$ cat src/core/isb_pkg.sv
// package of constants and carrier types for the isolated spi bridge port control
package isb_pkg;
  localparam int unsigned CLK_MHZ         = 50;
  localparam int unsigned IDLE_TIME_US    = 5700;
  localparam int unsigned IDLE_CYCLES     = IDLE_TIME_US * CLK_MHZ;
  localparam int unsigned WAKE_TIME_NS    = 8000;
  localparam int unsigned WAKE_CYCLES     = WAKE_TIME_NS * CLK_MHZ / 1000;
  localparam int unsigned LONG_HALF_NS    = 150;
  localparam int unsigned SHORT_HALF_NS   = 50;
  localparam int unsigned LONG_HALF_CYC   = (LONG_HALF_NS * CLK_MHZ + 999) / 1000;
  localparam int unsigned SHORT_HALF_CYC  = (SHORT_HALF_NS * CLK_MHZ + 999) / 1000;
  localparam int unsigned SCK_HALF_FAST_NS = 120;
  localparam int unsigned SCK_HALF_SLOW_NS = 1100;
  localparam int unsigned SCK_FAST_CYC    = (SCK_HALF_FAST_NS * CLK_MHZ + 999) / 1000;
  localparam int unsigned SCK_SLOW_CYC    = (SCK_HALF_SLOW_NS * CLK_MHZ + 999) / 1000;
  localparam int unsigned LONG_MIN_CYC    = 5;
  localparam int unsigned CNT_W           = 19;

  typedef enum logic [1:0] {
    isb_p_long_pos,
    isb_p_long_neg,
    isb_p_short_pos,
    isb_p_short_neg
  } isb_pulse_e;

  typedef struct packed {
    logic       valid;
    isb_pulse_e kind;
  } isb_pulse_s;

  // pin carrier for open-drain and push-pull spi pins
  typedef struct packed {
    logic o;
    logic oe;
  } isb_pin_s;
endpackage : isb_pkg

$ cat src/core/isb_pulse_tx.sv
// symmetric pulse pair transmitter onto the plus/minus link pins
`timescale 1ns/100ps
`default_nettype none
module isb_pulse_tx (
  // clock and reset
  input  wire logic        mclk,
  input  wire logic        srst,
  // request
  input  wire isb_pkg::isb_pulse_s req,
  output logic             busy,
  // link drive
  output logic             drv_plus,
  output logic             drv_minus
);
  typedef struct packed {
    logic       act;
    logic       second;
    logic       neg_first;
    logic [3:0] cnt;
    logic [3:0] half;
    logic       p;
    logic       m;
  } isb_tx_s;

  isb_tx_s st;
  isb_tx_s next_st;

  always_comb begin
    next_st = st;
    if (!st.act) begin
      if (req.valid) begin
        next_st.act       = 1'b1;
        next_st.second    = 1'b0;
        next_st.neg_first = (req.kind == isb_pkg::isb_p_long_neg) ||
                            (req.kind == isb_pkg::isb_p_short_neg);
        next_st.half      = (req.kind == isb_pkg::isb_p_long_pos ||
                             req.kind == isb_pkg::isb_p_long_neg) ?
                            4'(isb_pkg::LONG_HALF_CYC) : 4'(isb_pkg::SHORT_HALF_CYC);
        next_st.cnt       = 4'h1;
        next_st.p         = !next_st.neg_first;
        next_st.m         = next_st.neg_first;
      end
    end else if (st.cnt == st.half) begin
      next_st.cnt = 4'h1;
      if (st.second) begin
        next_st.act = 1'b0;
        next_st.p   = 1'b0;
        next_st.m   = 1'b0;
      end else begin
        // second half inverts so the pair carries no dc
        next_st.second = 1'b1;
        next_st.p      = st.neg_first;
        next_st.m      = !st.neg_first;
      end
    end else begin
      next_st.cnt = st.cnt + 4'h1;
    end
  end

  always_ff @(posedge mclk) begin
    if (srst) begin
      st <= '0;
    end else begin
      st <= next_st;
    end
  end

  assign busy      = st.act;
  assign drv_plus  = st.p;
  assign drv_minus = st.m;
endmodule : isb_pulse_tx
`default_nettype wire

$ cat src/core/isb_port_ctrl.sv
// role, spi pin direction and idle/wake control of the isolated spi bridge
// Summary of operation
// - master role: mosi is input; slave role: mosi driven toward slave
// - master role: miso driven toward master; slave role: miso sampled input
// - mosi and miso drive only low or release; pull-up gives high
// - sck input in master role, push-pull output in slave role
// - cs input in master role, push-pull output in slave role
// - role strap high selects master, low selects slave
// - enable high keeps device active, never idle
// - enable low: idle after 5.7ms cs high or link silence
// - from idle, fully active within 8us of cs fall or link signal
// - polarity and phase straps are static configuration
// - master in run state sends long pulses for cs edges, short for latching edges; the cs fall that wakes it from idle sends none
// - slave acts on pulses, returns short -1 on cs fall or miso zero
// - polarity sets idle clock level, phase picks latching edge
`timescale 1ns/100ps
`default_nettype none
module isb_port_ctrl (
  // clock and reset
  input  wire logic             mclk,
  input  wire logic             srst,
  // straps and enable
  input  wire logic             role_select,
  input  wire logic             slow_timing_select,
  input  wire logic             clock_polarity_strap,
  input  wire logic             clock_phase_strap,
  input  wire logic             enable,
  // spi pins
  input  wire logic             mosi_in,
  output isb_pkg::isb_pin_s     mosi_out,
  input  wire logic             miso_in,
  output isb_pkg::isb_pin_s     miso_out,
  input  wire logic             sck_in,
  output isb_pkg::isb_pin_s     sck_out,
  input  wire logic             cs_in,
  output isb_pkg::isb_pin_s     cs_out,
  // link comparator inputs and drive
  input  wire logic             link_plus_in,
  input  wire logic             link_minus_in,
  output logic                  link_plus,
  output logic                  link_minus,
  output logic                  link_oe,
  // status
  output logic                  awake
);
  typedef enum logic [2:0] {
    isb_s_idle, isb_s_wake, isb_s_run, isb_s_sck1, isb_s_sck2, isb_s_ret
  } isb_state_e;

  typedef struct packed {
    logic [1:0]                    s_mosi, s_miso, s_sck, s_cs, s_lp, s_lm;
    logic                          sck_d, cs_d;
    logic                          role, cpol, cpha, slow;
    isb_state_e                    fsm;
    logic [isb_pkg::CNT_W-1:0]     quiet;
    logic [8:0]                    wcnt;
    logic [5:0]                    tcnt;
    logic                          mosi_q, cs_q, miso_low, ret_pend;
    logic [3:0]                    plen;
    logic                          pneg, pval;
    isb_pkg::isb_pulse_s           txreq;
    logic                          started;
  } isb_st_s;

  isb_st_s st;
  isb_st_s next_st;
  logic    tx_busy;
  logic    drv_p;
  logic    drv_m;

  // which sck edge latches, for master edge detection
  function automatic logic is_latch_edge(input logic cpol, input logic cpha,
                                         input logic rising);
    is_latch_edge = rising ^ cpol ^ cpha;
  endfunction : is_latch_edge

  logic sck_rise;
  logic sck_fall;
  logic cs_rise;
  logic cs_fall;
  logic seen;
  logic [3:0] half_cyc;
  assign sck_rise = st.s_sck[1] && !st.sck_d;
  assign sck_fall = !st.s_sck[1] && st.sck_d;
  assign cs_rise  = st.s_cs[1] && !st.cs_d;
  assign cs_fall  = !st.s_cs[1] && st.cs_d;
  assign seen     = st.s_lp[1] ^ st.s_lm[1];
  assign half_cyc = 4'(isb_pkg::SHORT_HALF_CYC);

  always_comb begin
    next_st = st;
    next_st.txreq = '0;
    // pin inputs pass two flops before any logic reads them
    next_st.s_mosi = {st.s_mosi[0], mosi_in};
    next_st.s_miso = {st.s_miso[0], miso_in};
    next_st.s_sck  = {st.s_sck[0], sck_in};
    next_st.s_cs   = {st.s_cs[0], cs_in};
    next_st.s_lp   = {st.s_lp[0], link_plus_in};
    next_st.s_lm   = {st.s_lm[0], link_minus_in};
    next_st.sck_d  = st.s_sck[1];
    next_st.cs_d   = st.s_cs[1];
    // straps caught once after reset release; they are static
    if (!st.started) begin
      next_st.started = 1'b1;
      next_st.role    = role_select;
      next_st.cpol    = clock_polarity_strap;
      next_st.cpha    = clock_phase_strap;
      next_st.slow    = slow_timing_select;
      next_st.cs_q    = 1'b1;
      next_st.sck_d   = clock_polarity_strap;
    end
    // pulse classifier: measure first half width on the link
    if (seen) begin
      if (!st.pval) begin
        next_st.pval = 1'b1;
        next_st.pneg = st.s_lm[1];
        next_st.plen = 4'h1;
      end else if (st.s_lm[1] == st.pneg && st.plen != 4'hF) begin
        next_st.plen = st.plen + 4'h1;
      end
    end else begin
      next_st.pval = 1'b0;
    end
    // inactivity counter for idle entry
    if ((st.role && !st.s_cs[1]) || (!st.role && seen) || tx_busy) begin
      next_st.quiet = '0;
    end else if (st.quiet != isb_pkg::CNT_W'(isb_pkg::IDLE_CYCLES)) begin
      next_st.quiet = st.quiet + isb_pkg::CNT_W'(1);
    end
    case (st.fsm)
      isb_s_idle: begin
        if (enable || (st.role ? cs_fall : seen)) begin
          next_st.fsm  = isb_s_wake;
          next_st.wcnt = '0;
        end
      end
      isb_s_wake: begin
        // wake time is far below the 8us bound
        next_st.wcnt = st.wcnt + 9'h001;
        if (st.wcnt == 9'h004) begin
          next_st.fsm = isb_s_run;
          if (st.role && cs_fall) begin
            next_st.txreq = '{valid: 1'b1, kind: isb_pkg::isb_p_long_neg};
          end
        end
      end
      isb_s_run: begin
        if (!enable && st.quiet == isb_pkg::CNT_W'(isb_pkg::IDLE_CYCLES)) begin
          next_st.fsm = isb_s_idle;
        end else if (st.role) begin
          if (cs_rise) begin
            next_st.txreq    = '{valid: 1'b1, kind: isb_pkg::isb_p_long_pos};
            next_st.miso_low = 1'b0;
          end else if (cs_fall) begin
            next_st.txreq = '{valid: 1'b1, kind: isb_pkg::isb_p_long_neg};
          end else if ((sck_rise && is_latch_edge(st.cpol, st.cpha, 1'b1)) ||
                       (sck_fall && is_latch_edge(st.cpol, st.cpha, 1'b0))) begin
            next_st.txreq    = '{valid: 1'b1, kind: st.s_mosi[1] ?
                                  isb_pkg::isb_p_short_pos : isb_pkg::isb_p_short_neg};
            next_st.miso_low = 1'b0;
          end
          // short -1 return after our data pulse pulls miso low
          if (!seen && st.pval && st.pneg && st.plen <= half_cyc + 4'h1 && !tx_busy) begin
            next_st.miso_low = 1'b1;
          end
        end else if (!seen && st.pval && !tx_busy) begin
          if (st.plen >= 4'(isb_pkg::LONG_MIN_CYC)) begin
            next_st.cs_q = !st.pneg;
            if (st.pneg) begin
              next_st.ret_pend = 1'b1;
              next_st.fsm      = isb_s_ret;
            end
          end else begin
            next_st.mosi_q = !st.pneg;
            next_st.tcnt   = '0;
            next_st.fsm    = isb_s_sck1;
          end
        end
      end
      isb_s_sck1: begin
        next_st.tcnt = st.tcnt + 6'h01;
        if (st.tcnt == (st.slow ? 6'(isb_pkg::SCK_SLOW_CYC) : 6'(isb_pkg::SCK_FAST_CYC))) begin
          next_st.tcnt = '0;
          next_st.fsm  = isb_s_sck2;
        end
      end
      isb_s_sck2: begin
        next_st.tcnt = st.tcnt + 6'h01;
        if (st.tcnt == (st.slow ? 6'(isb_pkg::SCK_SLOW_CYC) : 6'(isb_pkg::SCK_FAST_CYC))) begin
          next_st.ret_pend = !st.s_miso[1];
          next_st.fsm      = isb_s_ret;
        end
      end
      isb_s_ret: begin
        // slave returns only short -1, so multiple slaves never collide
        if (st.ret_pend) begin
          next_st.txreq = '{valid: 1'b1, kind: isb_pkg::isb_p_short_neg};
        end
        next_st.ret_pend = 1'b0;
        next_st.fsm      = isb_s_run;
      end
      default: next_st.fsm = isb_s_idle;
    endcase
  end

  always_ff @(posedge mclk) begin
    if (srst) begin
      st <= '0;
    end else begin
      st <= next_st;
    end
  end

  isb_pulse_tx u_tx (
    .mclk      (mclk),
    .srst      (srst),
    .req       (st.txreq),
    .busy      (tx_busy),
    .drv_plus  (drv_p),
    .drv_minus (drv_m)
  );

  // slave sck: idle level from polarity, two edges per data pulse
  logic sck_level;
  assign sck_level = (st.fsm == isb_s_sck1 && st.cpha) || (st.fsm == isb_s_sck2 && !st.cpha) ?
                     !st.cpol : st.cpol;

  always_comb begin
    mosi_out = '{o: 1'b0, oe: st.started && !st.role && !st.mosi_q};
    miso_out = '{o: 1'b0, oe: st.started && st.role && st.miso_low};
    sck_out  = '{o: sck_level, oe: st.started && !st.role};
    cs_out   = '{o: st.cs_q, oe: st.started && !st.role};
  end

  assign link_plus  = drv_p;
  assign link_minus = drv_m;
  assign link_oe    = tx_busy;
  assign awake      = st.fsm != isb_s_idle;
endmodule : isb_port_ctrl
`default_nettype wire

$ cat config.mk
export PLATFORM = sky130hd
export DESIGN_NAME = isb_port_ctrl
export DESIGN_NICKNAME = d
export VERILOG_FILES = /design/src/core/isb_pkg.sv /design/src/core/isb_pulse_tx.sv /design/src/core/isb_port_ctrl.sv
export SDC_FILE = /design/constraint.sdc
export NUM_CORES = 1
export LEC_CHECK = 0
export BUFFER_PORTS_ARGS = -buffer_cell sky130_fd_sc_hd__buf_2
export CAP_MARGIN = 20
export CELL_PAD_IN_SITES_DETAIL_PLACEMENT = 1
export CELL_PAD_IN_SITES_GLOBAL_PLACEMENT = 2
export CORE_MARGIN = 4
export CORE_UTILIZATION = 40
export DETAILED_ROUTE_END_ITERATION = 10
export PLACE_DENSITY_LB_ADDON = 0.1
export SLEW_MARGIN = 20
export SYNTH_ARGS = -nofsm -noshare
export SYNTH_HDL_FRONTEND = slang
export SYNTH_HIERARCHICAL = 1
export SYNTH_SLANG_ARGS = --single-unit
$ cat constraint.sdc
create_clock -name mclk -period 4.56 [get_ports mclk]
set_clock_uncertainty 0.1 [all_clocks]
set_input_delay 0.228 -clock mclk [delete_from_list [all_inputs] [get_ports mclk]]
set_output_delay 0.228 -clock mclk [all_outputs]
set_load 0.1 [all_outputs]
==> metrics, run 1 <==
largest net degree at the start of global routing=34; Slew @ Worst Pin=769.2 ps; DRT iter0 DRCs=64; die width=106.1 um; crit path kind=flop to flop; maxcap violations=0; CTS tree=built; status=finished, final reports clean; RSZ-0062 raised after global routing=no; cell area power density=429.6 nW/um2; FF-to-FF setup slack=between 2000 and 2500 ps; Unique masters post-synth=66; Final setup viols=0; Sink Count=80; CTS HTree Levels=3; clk buf depth=2; final hold vios=0; sequential power share=between 40% and 50%; wire length on met2=around 4100 um; Placement Rows=35; top_reg_cell synth=dfxtp_1; CTS-repair resized insts=0; clock power share=between 30% and 40%; Comb pwr share=a little over a quarter; Port Buffers=22; Syn Inst Count=around 440; fin crit share=between 40 and 50%; min-delay src=slow_timing_select; CP max FO=6; Placed Cells=between 500 and 600; first-pass GRT wire length=15,900 um; Congestion Overflow GR=0; Worst setup SP type=flop; GR Util All Layers=approximately 17%; GPL Wtd Cong=0.7795; CP arrival=~2400 ps; worst rel slew slack=between 40% and 50%; hold path endpoint=st[51]; Core Area=just over 9000 um2; P_int=1196 uW; DIE AREA=about 11,000 um2; Post-synth EDFFs=0; Static Leak=approximately 0.0016 uW; Net Sw Power=around 660 uW; Crit. End Element=flop; DR WL met3=roughly 270 um; effective utilization at floorplan=roughly 41%; Top Metal Used=met4; post-route setup TNS=0 ps; chip height=between 100 and 150 um; Routed Antenna Nets=0; YS warnings=6; via count=between 3,000 and 4,000; hold path depth=3; worst min path class=primary input to flop; WL final=8892 um; syn avg cell area=approximately 9 um2; initial antenna violation count=0; Worst VDD drop=about 0.26 mV; CP required=4720 ps; Final Max Slew Viols=0; Worst Reg-to-Reg Cells=5; vias in the first global route=between 3,000 and 4,000; mapped cell area=just under 4000 um2; Seq/Total Area, Yosys=41.60%; crit path time final=roughly 2300 ps; R2R Path Start=st[58]; drt pass-1 iters=4; Yosys reg bits=80; # IOs=25; Metal-1 WL=between 4000 and 5000 um; clock-pin slew on the worst setup and hold paths=approximately 80 ps; cell at the root of the clock tree=clkbuf_8; total CTS buffers=9; layout cells sized above 1=between 10% and 20%; DR DRC count=0; number of vias per cell=~5.2; ANT cells=0; Detailed Place HPWL=around 6400 um; Skew-Pair Late Insertion Delay=roughly 360 ps; Area Overhead vs Synth=12.51%; nets=between 400 and 500; worst r2r dst=st[25]; wire per inst=14.92 um; asr flop ratio synth=0%; Sw Share=35.72%; Non-Filler Instances=596; maximum clock rate=around 440 MHz
metrics by stage:
stage | utilization (%) | total power [uW] | hold slack, ps | setup WS, ps | instance area, um2
6_report | 46.66 | 1861 | 21.83 | 2288 | 4332
3_3_place_gp | 43.42 | 1284 | 321.9 | 2356 | 4031
5_1_grt | 46.66 | 1972 | 53.00 | 2032 | 4332
2_1_floorplan | - | 1199 | 200.1 | 744.9 | 3854
4_1_cts | 46.66 | 1889 | 15.73 | 2291 | 4332
3_5_place_dp | 43.42 | 1293 | 324.7 | 2293 | 4031
registers in the layout, summed over array words and instances (netlist names):
register,flops
u_tx/busy,1
next_st,7
u_tx/drv_plus,1
cs_out,1
u_tx/drv_minus,1
u_tx/st,8
st,61
kinds of logic (layout without fill, tap and decap cells):
kind of cell             after synthesis  in the layout  share of synthesized area, %
multiplexers                           8              8                         2.080
AO/OA/AOI/OAI                         81             81                         15.80
flip-flops                            80             80                         41.60
AND/OR/NAND/NOR                      193            193                         26.32
buffers and inverters                 39             66                         4.484
XOR/XNOR                              26             26                         6.110
adder cells (fa/ha/maj)               11             11                         3.510
other                                  1              2                       0.09740
cell type report:
class | instances | area, um2
Fill cell | 1107 | 4952
Inverter | 19 | 71.32
Multi-Input combinational cell | 321 | 2079
Tap cell | 129 | 161.4
Clock buffer | 10 | 127.6
Timing Repair Buffer | 31 | 197.7
Sequential cell | 80 | 1602
Clock inverter | 6 | 92.59
critical path, cell delays in order, from the launching register on:
cell and delay [ps]:
dfxtp_1 350, xnor2_1 420, nor2_1 120, o31ai_1 680
nand2_1 210, a311oi_1 300
metal layers:
metal | up-vias | track usage (%)
met5 | - | 0
met4 | 0 | 5.180
met3 | 9 | 4.189
met2 | 36 | 27.74
met1 | 1486 | 22.64
li1 | 1583 | -
repair_timing:
item                      in CTS  in global routing
hold buffers                   8                  0
hold endpoints to repair       8                  0
setup buffers                  0                  0
worst max path at each step:
stage	end	depth (start not counted)	slack [ps]	start
floorplan	mosi_out[0]	3	740	st[0]
global placement	st[10]	6	2360	st[14]
detailed placement	st[25]	5	2290	st[58]
CTS	st[25]	5	2290	st[58]
finish	st[25]	5	2290	st[58]
global route	st[18]	6	2030	st[39]
power by group through the flow:
stage | Clock [uW] | Sequential, uW | Combinational [uW]
detailed placement | 0 | 808 | 485
CTS | 604 | 791 | 493
global route | 630 | 801 | 541
global placement | 0 | 806 | 478
finish | 580 | 792 | 489
floorplan | 0 | 780 | 419
cells in the mapped netlist, types with 5 or more instances:
| cell | instances | area, um2 |
|---|---|---|
| a211oi_1 | 7 | 52.55 |
| a21oi_1 | 25 | 125.1 |
| a311oi_1 | 8 | 70.07 |
| and3_1 | 8 | 50.05 |
| buf_4 | 6 | 45.04 |
| clkbuf_1 | 11 | 41.29 |
| dfxtp_1 | 80 | 1602 |
| ha_1 | 10 | 125.1 |
| inv_1 | 18 | 67.56 |
| mux2i_1 | 8 | 80.08 |
| nand2_1 | 37 | 138.9 |
| nand2b_1 | 7 | 43.79 |
| nand3_1 | 16 | 80.08 |
| nand4_1 | 9 | 56.30 |
| nor2_1 | 54 | 202.7 |
| nor2b_1 | 19 | 118.9 |
| nor3_1 | 13 | 65.06 |
| nor4b_1 | 5 | 43.79 |
| o21ai_0 | 12 | 60.06 |
| xnor2_1 | 12 | 105.1 |
| xor2_1 | 13 | 113.9 |
cell usage in the layout, fill, tap and decap left out, types with 5 or more instances in the layout:
cell type	n
xor2_1	13
inv_1	18
mux2i_1	8
buf_2	22
nand3_1	16
nand2_1	37
o21ai_0	12
nor2_1	54
nand2b_1	7
and3_1	8
nor4b_1	5
dfxtp_1	80
nor3_1	13
a211oi_1	7
xnor2_1	12
clkbuf_8	9
ha_1	10
nor2b_1	19
dlygate4sd3_1	8
a311oi_1	8
nand4_1	9
a21oi_1	25
(Power assumes the default switching activity.)
==> run 2, diff against run 1 <==
--- a/config.mk
+++ b/config.mk
@@ -10,7 +10,7 @@
 export CELL_PAD_IN_SITES_DETAIL_PLACEMENT = 1
 export CELL_PAD_IN_SITES_GLOBAL_PLACEMENT = 2
 export CORE_MARGIN = 4
-export CORE_UTILIZATION = 40
+export CORE_UTILIZATION = 37
 export DETAILED_ROUTE_END_ITERATION = 10
 export PLACE_DENSITY_LB_ADDON = 0.1
 export SLEW_MARGIN = 20
==> constraint.sdc (replaced) <==
create_clock -name mclk -period 2.1 [get_ports mclk]
set_clock_uncertainty 0.1 [all_clocks]
set_input_delay 0.105 -clock mclk [delete_from_list [all_inputs] [get_ports mclk]]
set_output_delay 0.105 -clock mclk [all_outputs]
set_load 0.1 [all_outputs]
==> run 2 against run 1 <==
  * Worst setup slack got worse by 2300 ps
  * Die area increased by 7.5%
  * Design area increased by 12%
  * Via count increased by 8.2%
  * Utilization increased by 2.0 points
==> metrics, run 2 (synthesis gave the netlist of run 1 again) <==
via count=3,369 (was 3,114); status=finished, final reports clean (unchanged); RSZ-0062 raised after global routing=yes (was no); drt pass-1 iters=4 (unchanged); CP required=2300 ps (was 4720 ps); cell area power density=930.3 nW/um2 (was 429.6 nW/um2); wire length on met2=4667 um (was 4100 um); fin crit share=99.26% (was 49.83%); chip height=110.0 um (was 106.1 um); critical path capture point=st[48] (was st[25]); vias in the first global route=3,414 (was 3,272); worst min path class=primary input to flop (unchanged); cell at the root of the clock tree=clkbuf_8 (unchanged); number of vias per cell=5.223 (was 5.225); DR DRC count=0 (unchanged); Skew-Pair Late Insertion Delay=350 ps (was 360 ps); DR WL met3=262 um (was 267 um); clock-pin slew on the worst setup and hold paths=90 ps (was 80 ps); ANT cells=0 (unchanged); Metal-1 WL=5074 um (was 4407 um); initial antenna violation count=0 (unchanged); Worst setup SP type=flop (unchanged); Top Metal Used=met4 (unchanged); CP max FO=5 (was 6); total CTS buffers=9 (unchanged); layout cells sized above 1=23.44% (was 12.42%); leading cell type in the layout, fill and taps excluded=dfxtp_1 (unchanged); CTS tree=built (unchanged); nets=530 (was 485); most flop-heavy register=st (unchanged); post-route setup TNS=0 ps (unchanged); R2R Path Start=st[51] (was st[58]); effective utilization at floorplan=38.68% (was 41.47%); FF-to-FF setup slack=20 ps (was 2290 ps); Placement Rows=36 (was 35); largest net degree at the start of global routing=33 (was 34); crit path kind=flop to flop (unchanged); max FFs per register=61 (unchanged); crit path time final=2084 ps (was 2272 ps); maximum clock rate=479.8 MHz (was 440.1 MHz); Crit. End Element=flop (unchanged); fill count=1,181 (was 1,107); WL final=10,070 um (was 8892 um); Worst Reg-to-Reg Cells=6 (was 5); most frequent cells in the layout=dfxtp_1 (78), nor2_1 (54), buf_4 (43) (was dfxtp_1 (80), nor2_1 (54), nand2_1 (37)); # IOs=25 (unchanged); wire per inst=15.62 um (was 14.92 um); CTS HTree Levels=3 (unchanged); Final Max Slew Viols=0 (unchanged); GR Util All Layers=17.96% (was 17.17%); clk buf depth=2 (unchanged); Port Buffers=22 (unchanged); maxcap violations=0 (unchanged); die width=110.0 um (was 106.1 um); worst r2r dst=st[48] (was st[25]); CP arrival=2280 ps (was 2430 ps); final hold vios=0 (unchanged); DRT iter0 DRCs=169 (was 64); DIE AREA=12,100 um2 (was 11,260 um2); Static Leak=0.001848 uW (was 0.001566 uW); Worst Setup SP=st[51] (was st[58]); Final setup viols=0 (unchanged); Congestion Overflow GR=0 (unchanged); GPL Wtd Cong=0.7681 (was 0.7795); Routed Antenna Nets=0 (unchanged); Core Area=9955 um2 (was 9284 um2); first-pass GRT wire length=17,060 um (was 15,900 um); Detailed Place HPWL=7398 um (was 6441 um); Area Overhead vs Synth=25.71% (was 12.51%); Worst VDD drop=0.3849 mV (was 0.2607 mV); hold path depth=3 (unchanged); Sink Count=80 (unchanged); Final Core Density=48.62% (was 46.66%)
## run 2: critical path: stages (launching register included)
cell and delay [ps]:
dfxtp_1 320, or4_4 570, a211oi_4 250, a2bb2oi_2 160, o211ai_2 130, or3b_4 390
a21oi_2 110
## run 2: repair_timing
action                                  in CTS  in global routing
resized for setup                            7                 13
hold buffers                                10                  0
endpoints found under the setup margin      10                 10
buffers inserted                             1                  0
pin swaps                                    1                  5
hold endpoints to repair                    11                  0
## run 2: cell type report
type	count	area (um2)	share of cell area (%)
Inverter	19	85.08	1.758
Clock inverter	6	107.6	2.223
Sequential cell	80	1604	33.14
Tap cell	133	166.4	3.438
Timing Repair Buffer	76	555.5	11.48
Clock buffer	10	127.6	2.637
Multi-Input combinational cell	321	2193	45.32
## run 2: worst min path at each step
| stage | slack (ps) | to | startpoint |
|---|---|---|---|
| global route | 170 | u_tx/st[3] | srst |
| finish | 150 | u_tx/st[7] | srst |
| floorplan | 80 | u_tx/st[6] | srst |
| detailed placement | 220 | next_st[66] | miso_in |
| CTS | 140 | st[52] | srst |
| global placement | 210 | next_st[58] | link_minus_in |
## run 2: through the flow
step	cells	setup slack (ps)	instance area, um2	hold WS, ps	power, uW
after floorplan	440	11.70	3889	77.14	2672
after global placement	618	11.83	4399	211.2	3064
after detailed placement	618	-72.60	4399	219.2	3094
after CTS	645	1.086	4770	136.5	4495
after global routing	645	-73.37	4840	165.1	4738
final	645	15.60	4840	151.4	4502
## run 2: layer usage
metal	track usage (%)	up-vias
li1	-	1674
met1	24.60	1655
met3	3.436	7
met4	5.076	0
met2	28.77	33
met5	0	-
## run 2: report_power, final
group	switching [uW]	internal (uW)
combinational	882	592
sequential	71.5	1600
clock	575	786
==> run 3, diff against run 2 <==
--- a/config.mk
+++ b/config.mk
@@ -5,12 +5,13 @@
 export SDC_FILE = /design/constraint.sdc
 export NUM_CORES = 1
 export LEC_CHECK = 0
+export ABC_AREA = 1
 export BUFFER_PORTS_ARGS = -buffer_cell sky130_fd_sc_hd__buf_2
 export CAP_MARGIN = 20
 export CELL_PAD_IN_SITES_DETAIL_PLACEMENT = 1
 export CELL_PAD_IN_SITES_GLOBAL_PLACEMENT = 2
 export CORE_MARGIN = 4
-export CORE_UTILIZATION = 37
+export CORE_UTILIZATION = 35
 export DETAILED_ROUTE_END_ITERATION = 10
 export PLACE_DENSITY_LB_ADDON = 0.1
 export SLEW_MARGIN = 20
==> run 3 against run 2 <==
  * Combinational power fell by 29%
  * Design area fell by 3.5%
  * Flip-flop and latch count did not move
  * Critical endpoint is now sck_out[1]
  * Largest cell class unchanged
  * Register-to-register slack improved by 220 ps
  * Highest routed layer unchanged
==> metrics, run 3 <==
status=finished, final reports clean (unchanged); Worst Reg-to-Reg Cells=10 (was 6); fin crit share=91.37% (was 99.26%); cell taking the most area after synthesis=dfxtp_1 (unchanged); CTS tree=built (unchanged); layout cells sized above 1=11.75% (was 23.44%); vias in the first global route=3,722 (was 3,414); Worst setup SP type=flop (unchanged); cell area power density=919.3 nW/um2 (was 930.3 nW/um2); Setup WS post-layout=181.2 ps (was 15.60 ps); critical path capture point=sck_out[1] (was st[48]); Area Overhead vs Synth=15.58% (was 25.71%); FF-to-FF setup slack=240 ps (was 20 ps); top_reg_cell synth=dfxtp_1 (unchanged); Unique masters post-synth=48 (was 66); worst r2r dst=st[19] (was st[48]); Commonest cells post-synth=nand2_1 (105), inv_1 (87), dfxtp_1 (80), nor2_1 (68), a21oi_1 (51) (was dfxtp_1 (80), nor2_1 (54), nand2_1 (37), a21oi_1 (25), nor2b_1 (19)); total CTS buffers=9 (unchanged); first-pass GRT wire length=17,950 um (was 17,060 um); asr flop ratio synth=0% (unchanged); Final setup viols=0 (unchanged); worst min path class=primary input to flop (unchanged); syn avg cell area=7.138 um2 (was 8.770 um2); Seq/Total Area, Yosys=39.64% (was 41.60%); crit path time final=1919 ps (was 2084 ps); Crit. End Element=primary output (was flop); CP arrival=1710 ps (was 2280 ps); crit path kind=flop to primary output (was flop to flop); most frequent cells in the layout=nand2_1 (105), inv_1 (87), dfxtp_1 (80) (was dfxtp_1 (78), nor2_1 (54), buf_4 (43)); drt pass-1 iters=4 (unchanged); Yosys reg bits=80 (unchanged); effective utilization at floorplan=36.47% (was 38.68%); most frequent cell after synthesis=nand2_1 (was dfxtp_1); Sink Count=80 (unchanged); fill count=1,389 (was 1,181); cell at the root of the clock tree=clkbuf_16 (was clkbuf_8); Worst Setup SP=st[49] (was st[51]); post-route setup TNS=0 ps (unchanged); DR DRC count=0 (unchanged); die width=115.4 um (was 110.0 um); area of the multi-input gates=2004 um2 (was 2193 um2); DRT iter0 DRCs=158 (was 169); most flop-heavy register=st (unchanged); Routed Antenna Nets=0 (unchanged); via count=3,650 (was 3,369); top cell type's share of synthesized area=39.64% (was 41.60%); GR Util All Layers=17.00% (was 17.96%); Worst VDD drop=0.5916 mV (was 0.3849 mV); clock-pin slew on the worst setup and hold paths=60 ps (was 90 ps); Congestion Overflow GR=0 (unchanged); WL final=10,310 um (was 10,070 um); clk buf depth=2 (unchanged); most area-consuming cells after synthesis=dfxtp_1 (40%), nand2_1 (9.8%), inv_1 (8.1%) (was dfxtp_1 (42%), nor2_1 (5.3%), nand2_1 (3.6%)); number of vias per cell=4.906 (was 5.223); worst rel slew slack=a little under two thirds; Placement Rows=38 (was 36); DIE AREA=13,330 um2 (was 12,100 um2); wire per inst=13.86 um (was 15.62 um); Core Area=11,080 um2 (was 9955 um2); max FFs per register=61 (unchanged); GPL Wtd Cong=0.7952 (was 0.7681); R2R Path Start=st[7] (was st[51]); maximum clock rate=521.1 MHz (was 479.8 MHz); Reg area=1602 um2 (was 1604 um2); CP max FO=8 (was 5); Port Buffers=22 (unchanged); chip height=115.4 um (was 110.0 um); Slew @ Worst Pin=543.0 ps; Syn Inst Count=566 (was 439); # IOs=25 (unchanged); largest net degree at the start of global routing=26 (was 33); dpl ws=268.5 ps (was -72.60 ps); final hold vios=0 (unchanged); leading cell type in the layout, fill and taps excluded=nand2_1 (was dfxtp_1); CTS HTree Levels=3 (unchanged); maxcap violations=0 (unchanged); Post-synth EDFFs=0 (unchanged); initial antenna violation count=0 (unchanged); RSZ-0062 raised after global routing=no (was yes); ANT cells=0 (unchanged); mapped cell area=4040 um2 (was 3850 um2); Static Leak=0.001963 uW (was 0.001848 uW); Final Max Slew Viols=0 (unchanged); YS warnings=6 (unchanged); CP required=1890 ps (was 2300 ps); nets=623 (was 530); Skew-Pair Late Insertion Delay=340 ps (was 350 ps); Detailed Place HPWL=7573 um (was 7398 um)
run 3: cell types whose count changed in the layout (fill, tap and decap cells not counted), sizes merged, moves of 10 or more:
cell / delta
xnor2: -10
nor2b: -19
inv: +75
nand3: +22
nand2: +71
a21oi: +27
o21ai: +18
buf: -39
nor2: +22
run 3: layer usage:
metal	GRT usage [%]	part of all wire, %	vias to the layer above	routed length, um
li1	-	-	1882	-
met1	21.01	48	1732	4912
met2	28.55	48	26	4995
met3	5.065	2.7	10	278
met4	5.321	1.2	0	128
met5	0	0	-	0
run 3: cell families (layout without fill, tap and decap cells):
family,count (synthesis),count (layout),share of synthesized area [%]
AOI/OAI and AO/OA,109,109,15.83
xor gates and xnor gates,8,8,1.734
adders and majority gates,10,10,3.097
buffers and inverters,108,145,11.02
DFF,80,80,39.64
other,1,2,0.09282
and+or+nand+nor,250,250,28.58
run 3: per-stage QoR:
step	power [uW]	hold WS, ps	std cells	instance area, um2	util (%)
detailed placement	2740	221.4	719	4274	38.58
global placement	2724	207.9	719	4274	38.58
CTS	4345	82.53	744	4666	42.12
global route	4562	89.46	744	4669	42.15
floorplan	2517	74.07	567	4051	-
finish	4293	87.51	744	4669	42.15
run 3: cell type report:
cell class	instances	share of cell area [%]
clock inverter	3	0.9110
multi-input combinational	379	42.93
inverter	94	7.556
sequential	80	34.30
tap	140	3.751
timing repair buffer	36	5.279
clock buffer	12	5.279
run 3: timing repair:
item | 4_1_cts | 5_1_grt
hold buffers | 10 | 0
pin swaps | 0 | 0
setup endpoints to repair | 1 | 1
hold endpoints to repair | 11 | 0
gates resized for setup | 1 | 1
setup buffers | 0 | 0
run 3: how the worst min path moves through the flow:
stage	from	endpoint	slack, ps	cells past startpoint
finish	srst	st[60]	90	2
CTS	srst	st[60]	80	2
floorplan	srst	u_tx/st[7]	70	1
global placement	sck_in	next_st[64]	210	3
global route	srst	st[60]	90	2
detailed placement	cs_in	next_st[62]	220	3
run 3: worst max-delay path, cell delays in order, from the launching register on:
cell     delay [ps]
dfxtp_1         380
nor2_1           90
nand2_2         130
inv_1           100
o21ai_0         240
xnor2_1         170
buf_6           250
run 3: where the power goes:
group          internal (uW)  leakage, uW  total (uW)  switching, uW
registers               1610     0.000651        1690           80.2
logic                    289      0.00117        1040            751
clock network            945     0.000139        1570            621
total                   2840      0.00196        4290           1450
